File: src/design/isa_id_pkg.sv
// constants for the instruction set identification register
package isa_id_pkg;

    // ------------------------------------------------------------
    // register geometry
    // ------------------------------------------------------------
    localparam int reg_width = 64;
    localparam int field_width = 4;

    // ------------------------------------------------------------
    // field positions (low bit of each nibble)
    // ------------------------------------------------------------
    localparam int pos_random_number = 60;
    localparam int pos_tlb_maint = 56;
    localparam int pos_flag_manipulation = 52;
    localparam int pos_half_widening_mac = 48;
    localparam int pos_dot_product = 44;
    localparam int pos_national_block_cipher = 40;
    localparam int pos_national_hash = 36;
    localparam int pos_sha3 = 32;
    localparam int pos_rounding_doubling_mac = 28;
    localparam int pos_transactional_memory = 24;
    localparam int pos_atomic = 20;
    localparam int pos_crc32 = 16;
    localparam int pos_sha2 = 12;
    localparam int pos_sha1 = 8;
    localparam int pos_aes = 4;
    localparam int pos_reserved = 0;

    // ------------------------------------------------------------
    // field values
    // ------------------------------------------------------------
    localparam logic [3:0] val_absent = 4'h0;
    localparam logic [3:0] val_tlb_maint = 4'h2;
    localparam logic [3:0] val_flag_manipulation = 4'h2;
    localparam logic [3:0] val_half_widening_mac = 4'h1;
    localparam logic [3:0] val_dot_product = 4'h1;
    localparam logic [3:0] val_national_block_cipher = 4'h1;
    localparam logic [3:0] val_national_hash = 4'h1;
    localparam logic [3:0] val_sha3 = 4'h1;
    localparam logic [3:0] val_rounding_doubling_mac = 4'h1;
    localparam logic [3:0] val_atomic = 4'h2;
    localparam logic [3:0] val_crc32 = 4'h1;
    localparam logic [3:0] val_sha2 = 4'h2;
    localparam logic [3:0] val_sha1 = 4'h1;
    localparam logic [3:0] val_aes = 4'h2;

    // ------------------------------------------------------------
    // access outcome
    // ------------------------------------------------------------
    localparam logic [5:0] syndrome_sys_access = 6'h18;

    typedef enum logic [1:0] {
        level_user = 2'h0,
        level_kernel = 2'h1,
        level_hyp = 2'h2,
        level_monitor = 2'h3
    } level_type;

endpackage : isa_id_pkg

File: src/design/isa_access_check.sv
// privilege check deciding between return and trap for a register read
`timescale 1ns/10ps
module isa_access_check
    import isa_id_pkg::*;
(
    input wire logic [1:0] level,
    input wire logic hyp_enabled,
    input wire logic hyp_trap_general_bit,
    input wire logic hyp_id_group3_trap_bit,
    output logic trap,
    output logic [1:0] trap_level
);

    // ------------------------------------------------------------
    // decision per current level
    // ------------------------------------------------------------
    always_comb begin
        trap = 1'b0;
        trap_level = level_kernel;
        case (level_type'(level))
            level_user: begin
                trap = 1'b1;
                if (hyp_enabled && hyp_trap_general_bit) begin
                    trap_level = level_hyp;
                end
            end
            level_kernel: begin
                if (hyp_enabled && hyp_id_group3_trap_bit) begin
                    trap = 1'b1;
                    trap_level = level_hyp;
                end
            end
            default: begin
                trap = 1'b0;
            end
        endcase
    end

endmodule : isa_access_check

File: src/design/isa_feature_id_register.sv
// instruction set identification register with read access control
`timescale 1ns/10ps
// What this block does
// - Provide a 64-bit read-only identification register readable by system-register read.
// - Bits 63:60 read zero: no random number instructions.
// - Bits 59:56 read 0010: outer-shareable and range cache maintenance.
// - Bits 55:52 read 0010: full flag manipulation set.
// - Bits 51:48 read 0001: half-precision widening multiply-accumulate.
// - Bits 47:44 read 0001: signed and unsigned dot product.
// - Bits 43:40 read 0001 with cryptography on, else 0000.
// - Bits 39:36 read 0001 with cryptography on, else 0000.
// - Bits 35:32 read 0001 with cryptography on, else zero.
// - Bits 31:28 read 0001: rounding doubling multiply-accumulate.
// - Bits 27:24 read zero: no transactional memory.
// - Bits 23:20 read 0010: full atomic instruction set.
// - Bits 19:16 read 0001: all CRC32 instructions.
// - Bits 15:12 read 0010 with cryptography on, else 0000.
// - Bits 11:8 read 0001 with cryptography on, else 0000.
// - Bits 7:4 read 0010 with cryptography on, else 0000.
// - Bits 3:0 reserved, read zero.
// - Cryptography on only if build option true and disable low at reset.
// - User-level read traps, class 0x18, to hypervisor if general trap set, else kernel.
// - Kernel read traps to hypervisor if group-3 trap set, else returns value.
// - Hypervisor and monitor reads always return the value.
// - Disable input turns cryptography off only if high while reset is held; later changes are ignored.
module isa_feature_id_register
    import isa_id_pkg::*;
#(
    parameter bit cipher_build_option = 1'b1
)
(
    input wire logic clk,
    input wire logic srst,
    input wire logic cipher_disable_input,
    input wire logic read_req,
    input wire logic [1:0] level,
    input wire logic hyp_enabled,
    input wire logic hyp_trap_general_bit,
    input wire logic hyp_id_group3_trap_bit,
    output logic read_done,
    output logic [reg_width-1:0] read_data,
    output logic trap_taken,
    output logic [1:0] trap_target,
    output logic [5:0] trap_syndrome,
    output logic cipher_enabled
);

    // ------------------------------------------------------------
    // field table, one entry per nibble, lowest nibble first
    // ------------------------------------------------------------
    localparam int field_count = reg_width / field_width;

    // low bit of each field, checked against its slot below
    localparam int field_pos [field_count] = '{
        // bits 3:0
        pos_reserved,
        // bits 7:4
        pos_aes,
        // bits 11:8
        pos_sha1,
        // bits 15:12
        pos_sha2,
        // bits 19:16
        pos_crc32,
        // bits 23:20
        pos_atomic,
        // bits 27:24
        pos_transactional_memory,
        // bits 31:28
        pos_rounding_doubling_mac,
        // bits 35:32
        pos_sha3,
        // bits 39:36
        pos_national_hash,
        // bits 43:40
        pos_national_block_cipher,
        // bits 47:44
        pos_dot_product,
        // bits 51:48
        pos_half_widening_mac,
        // bits 55:52
        pos_flag_manipulation,
        // bits 59:56
        pos_tlb_maint,
        // bits 63:60
        pos_random_number
    };

    // value each field reports while cryptography is on
    localparam logic [field_width-1:0] field_value [field_count] = '{
        // reserved nibble
        val_absent,
        // block cipher rounds and wide polynomial multiply
        val_aes,
        // first-generation hash
        val_sha1,
        // 256 and 512 bit hash
        val_sha2,
        // cyclic redundancy check, both polynomials
        val_crc32,
        // full atomic set
        val_atomic,
        // no transactional memory
        val_absent,
        // rounding doubling multiply-accumulate
        val_rounding_doubling_mac,
        // three-way xor, rotate-xor, bit-clear-xor
        val_sha3,
        // national hash
        val_national_hash,
        // national block cipher
        val_national_block_cipher,
        // signed and unsigned dot product
        val_dot_product,
        // half-precision widening multiply-accumulate
        val_half_widening_mac,
        // flag inversion, rotate and format conversion
        val_flag_manipulation,
        // outer-shareable and range cache maintenance
        val_tlb_maint,
        // no random number instructions
        val_absent
    };

    // fields that fall back to absent when cryptography is off
    localparam bit field_gated [field_count] = '{
        1'b0, // reserved
        1'b1, // aes
        1'b1, // sha1
        1'b1, // sha2
        1'b0, // crc32
        1'b0, // atomic
        1'b0, // transactional memory
        1'b0, // rounding doubling mac
        1'b1, // sha3
        1'b1, // national hash
        1'b1, // national block cipher
        1'b0, // dot product
        1'b0, // half widening mac
        1'b0, // flag manipulation
        1'b0, // tlb maintenance
        1'b0 // random number
    };

    // ------------------------------------------------------------
    // elaboration checks
    // ------------------------------------------------------------
    // the image is built from whole nibbles only
    if (reg_width % field_width != 0) begin : bad_reg_width
        $error("register width is not a whole number of fields");
    end

    // the reserved nibble must always read zero
    if (field_value[pos_reserved / field_width] != val_absent) begin : bad_reserved
        $error("reserved field must read zero");
    end

    // the syndrome constant must fill the syndrome output exactly
    if ($bits(syndrome_sys_access) != $bits(trap_syndrome)) begin : bad_syndrome
        $error("syndrome constant does not match the syndrome output");
    end

    // each entry in its own slot, else two drivers meet on one nibble
    for (genvar f = 0; f < field_count; f++) begin : slot_check
        if (field_pos[f] != f * field_width) begin : bad_slot
            $error("field position does not match its table slot");
        end
        if (field_pos[f] + field_width > reg_width) begin : bad_range
            $error("field runs past the top of the register");
        end
        if (field_gated[f] && field_value[f] == val_absent) begin : bad_gate
            $error("gated field would look absent with cryptography on");
        end
    end

    // ------------------------------------------------------------
    // disable pin synchroniser
    // ------------------------------------------------------------
    logic disable_meta;
    logic disable_sync;

    // two flops before anyone looks at the pin
    always_ff @(posedge clk) begin
        disable_meta <= cipher_disable_input;
        disable_sync <= disable_meta;
    end

    // ------------------------------------------------------------
    // cryptography state caught at reset
    // ------------------------------------------------------------
    logic cipher_on;

    // sampled while reset is held, frozen afterwards
    always_ff @(posedge clk) begin
        if (srst) begin
            cipher_on <= cipher_build_option && !disable_sync;
        end
    end

    // ------------------------------------------------------------
    // register image
    // ------------------------------------------------------------
    logic [reg_width-1:0] id_image;

    // one nibble per table entry, gated ones drop to absent with cryptography off
    for (genvar f = 0; f < field_count; f++) begin : image_field
        if (field_gated[f]) begin : gated
            assign id_image[field_pos[f] +: field_width] =
                cipher_on ? field_value[f] : val_absent;
        end else begin : fixed
            assign id_image[field_pos[f] +: field_width] = field_value[f];
        end
    end

    // ------------------------------------------------------------
    // access check
    // ------------------------------------------------------------
    logic next_trap;
    logic [1:0] next_trap_level;

    isa_access_check access_check (
        .level(level),
        .hyp_enabled(hyp_enabled),
        .hyp_trap_general_bit(hyp_trap_general_bit),
        .hyp_id_group3_trap_bit(hyp_id_group3_trap_bit),
        .trap(next_trap),
        .trap_level(next_trap_level)
    );

    // ------------------------------------------------------------
    // read answer, one cycle after the request
    // ------------------------------------------------------------
    logic read_trapped;
    logic read_returned;

    // a taken read either traps or returns the image
    assign read_trapped = read_req && next_trap;
    assign read_returned = read_req && !next_trap;

    // answer strobe, one pulse per taken read
    always_ff @(posedge clk) begin
        if (srst) begin
            read_done <= 1'b0;
        end else begin
            read_done <= read_req;
        end
    end

    // trap strobe travels with the answer strobe
    always_ff @(posedge clk) begin
        if (srst) begin
            trap_taken <= 1'b0;
        end else begin
            trap_taken <= read_trapped;
        end
    end

    // data holds between reads, trapped reads show nothing
    always_ff @(posedge clk) begin
        if (srst) begin
            read_data <= '0;
        end else if (read_trapped) begin
            read_data <= '0;
        end else if (read_returned) begin
            read_data <= id_image;
        end
    end

    // trap target only moves on a trap
    always_ff @(posedge clk) begin
        if (srst) begin
            trap_target <= level_kernel;
        end else if (read_trapped) begin
            trap_target <= next_trap_level;
        end
    end

    // syndrome class on a trap, cleared on a returned read
    always_ff @(posedge clk) begin
        if (srst) begin
            trap_syndrome <= '0;
        end else if (read_trapped) begin
            trap_syndrome <= syndrome_sys_access;
        end else if (read_returned) begin
            trap_syndrome <= '0;
        end
    end

    // ------------------------------------------------------------
    // cryptography status
    // ------------------------------------------------------------
    // status copy of the reset-time decision
    always_ff @(posedge clk) begin
        if (srst) begin
            cipher_enabled <= 1'b0;
        end else begin
            cipher_enabled <= cipher_on;
        end
    end

endmodule : isa_feature_id_register

File: config.mk
export PLATFORM = sky130hd
export DESIGN_NAME = isa_feature_id_register
export DESIGN_NICKNAME = d
export VERILOG_FILES = /design/src/design/isa_id_pkg.sv /design/src/design/isa_access_check.sv /design/src/design/isa_feature_id_register.sv
export SDC_FILE = /design/constraint.sdc
export NUM_CORES = 1
export LEC_CHECK = 0
export BUFFER_PORTS_ARGS = -buffer_cell sky130_fd_sc_hd__buf_2
export CORE_MARGIN = 3
export CORE_UTILIZATION = 36
export DETAILED_ROUTE_END_ITERATION = 8
export PLACE_DENSITY = 0.89
export SYNTH_ARGS = -nofsm -noshare
export SYNTH_HDL_FRONTEND = slang
export SYNTH_HIERARCHICAL = 1
export SYNTH_SLANG_ARGS = --single-unit
File: constraint.sdc
create_clock -name clk -period 1.33 [get_ports clk]
set_clock_uncertainty 0.1 [all_clocks]
set_input_delay 0.133 -clock clk [delete_from_list [all_inputs] [get_ports clk]]
set_output_delay 0.133 -clock clk [all_outputs]
set_load 0.02 [all_outputs]
==> out/metrics.cfg <==
[timing]
whs_ps = 50.03
finalHoldViolCount = 0
fin_setup_tns_ps = 0
post-route-min-period_ps = 1101
period_share_pct = 82.81
setup_viol = 0
drv_slew = 0
rsz0062_at_grt = no
max_freq_mhz = 907.9

[worst_hold_path]
hold_class = primary input to flip-flop
hold_path_startpoint = srst
holdPathEnd = cipher_enabled
holdPathStages = 2

[drt]
wl_um = 1150
dr.pass1.iters = 2
vias = 498
viasPerCell = 3.298
drt.antenna.violating_nets = 0
drc_errors = 0
drt_iter0_markers = 4
wl_per_cell_um = 7.616

[critical_path]
worstRegToRegCells = 2
critPathSlowestCell = dfxtp_1
regToRegStartpoint = trap_target[1]
r2r_slack_ps = 460
end_kind = output port
worst-path-buf-inv = 1
crit_fanout = 8
path_class = flip-flop to output port
worst_ep_arrival_time_ps = 870
required_ps = 1100
path_delay_family = flip-flops
slowest_delay_ps = 410
cp_cell_sequence = buf_2
critPathLaunchType = flip-flop
rr_endpoint = trap_target[1]

[floorplanning]
start_util_pct = 39.03
dieArea_sq_um = 3100
core-area_sq_um = 2276
die_y_um = 55.68
ios = 84
rows = 17
die_w_um = 55.68

[clock_tree]
clockBufferDepth = 2
cts_root_buf = clkbuf_4
cts_hold_buffers = 1
cts-resized-gates = 0
cts-buffers-inserted = 3
cts_setup_buffers = 0
clock_latency_ps = 250
tritoncts = built
clk_pin_slew_ps = 60
h-tree-depth = 1
cts_sinks = 11

[synthesis]
netlist-cell-type-count = 19
synth_top_cell_area_share_pct = 56.62
yosysTopAreaCell = buf_4
mappedNetlistArea_sq_um = 888.4
yosys_warnings = 6
synth.avg_cell_area_sq_um = 8.709
yosysSeqAreaShare_pct = 25.92
synth_cells = 102
yosys_register_bits = 11
synth.area.top_cells = buf_4 57%, dfxtp_1 23%, edfxtp_1 3.4%

[final_layout]
area_growth_pct = -9.578
drive_gt1_share_pct = 27.64
diodes = 0
fill_cells = 246
layout.nets = 133
fin_cells = 151

[job]
cap_viol_max_count = 0

[place]
io_buffers = 28
dp_cells = 146
gp_congestion = 0.6273
dp_hpwl_um = 1007

[power]
seqPwrFrac_pct = 42.9
switching_share_pct = 38.41
clkPwrFrac_pct = 25.3
p_int_mw = 0.5187
p_switching_mw = 0.3235
power_density_nw_per_um2 = 1048
finalPower_mw = 0.8422
p_comb_share_pct = 31.8
ir_drop_uv = 646.1
leakagePower_nw = 0.4857

[grt]
grt_max_degree = 11
antenna_found_initial = 0
grt_overflow = 0
grt_use_total_pct = 6.052
first_global_vias = 310
grt_pass1_wl_um = 1442

[status]
status = finished clean

metal layers:
metal / share of wire (%) / vias up / global-route usage [%]
met4: 0 / 0 / 2.083
met2: 50 / 46 / 10.64
li1: - / 241 / -
met1: 30 / 211 / 5.594
met3: 20 / 0 / 3.944
met5: 0 / - / 0
area by class of cell:
cell class | count | area (sq um) | share of cell area (%)
timing repair buffer | 31 | 165.2 | 20.56
multi-input combinational | 76 | 342.8 | 42.68
tap | 28 | 35.03 | 4.361
inverter | 1 | 3.754 | 0.4673
clock buffer | 4 | 26.28 | 3.271
sequential | 11 | 230.2 | 28.66
cells by family after synthesis:
family,count (synthesis),synth area share (%)
AO/OA/AOI/OAI,7,5.212
buffers and inverters,69,58.31
flip-flops,11,25.92
multiplexers,1,1.690
other,1,0.4221
AND/OR/NAND/NOR,13,8.450
worst max-delay path by stage:
stage | startpoint | end | cells after the start
after floorplan | hyp_enabled | trap_target[0] | 4
after global placement | hyp_enabled | trap_target[0] | 6
after detailed placement | hyp_enabled | trap_target[0] | 6
after CTS | read_data[28] | read_data[44] | 1
after global routing | read_data[28] | read_data[53] | 1
final | read_data[28] | read_data[44] | 1
Yosys cell counts:
cell type,number
buf_4,67
dfxtp_1,10
a21oi_1,4
nand2_1,2
nand2b_1,2
nand3b_1,2
nor2_1,2
nor2b_1,2
a211o_1,1
a211oi_1,1
a21bo_1,1
and3_1,1
and3b_1,1
buf_6,1
conb_1,1
edfxtp_1,1
inv_1,1
mux2_4,1
nand3_1,1
power groups by stage:
stage,logic [mW],clock network [mW],registers (mW)
2_1_floorplan,0.348,0,0.383
3_3_place_gp,0.261,0,0.368
3_5_place_dp,0.262,0,0.369
4_1_cts,0.265,0.223,0.361
5_1_grt,0.283,0.241,0.364
6_report,0.268,0.213,0.361
registers in the layout (all words and copies together) (netlist names):
name and count:
cipher_enabled 1, cipher_on 1, disable_meta 1, disable_sync 1
read_data 2, read_done 1, trap_syndrome 1, trap_taken 1
trap_target 2
through the flow:
step | area (sq um) | worst slack, ps | util [%]
floorplan | 1091 | 255.2 | -
global route | 803.3 | 139.8 | 35.29
CTS | 803.3 | 202.4 | 35.29
global placement | 767.0 | 200.7 | 33.70
finish | 803.3 | 228.6 | 35.29
detailed placement | 767.0 | 184.9 | 33.70
cell usage in the layout (no fill, tap or decap), types with 2 or more instances in the layout:
master	n
a21oi_1	4
buf_2	28
buf_4	2
clkbuf_4	3
conb_1	55
dfxtp_1	10
nand2_1	2
nand2b_1	2
nand3b_1	2
nor2_1	2
nor2b_1	2
Note: power is estimated with default switching activity, not from simulation.
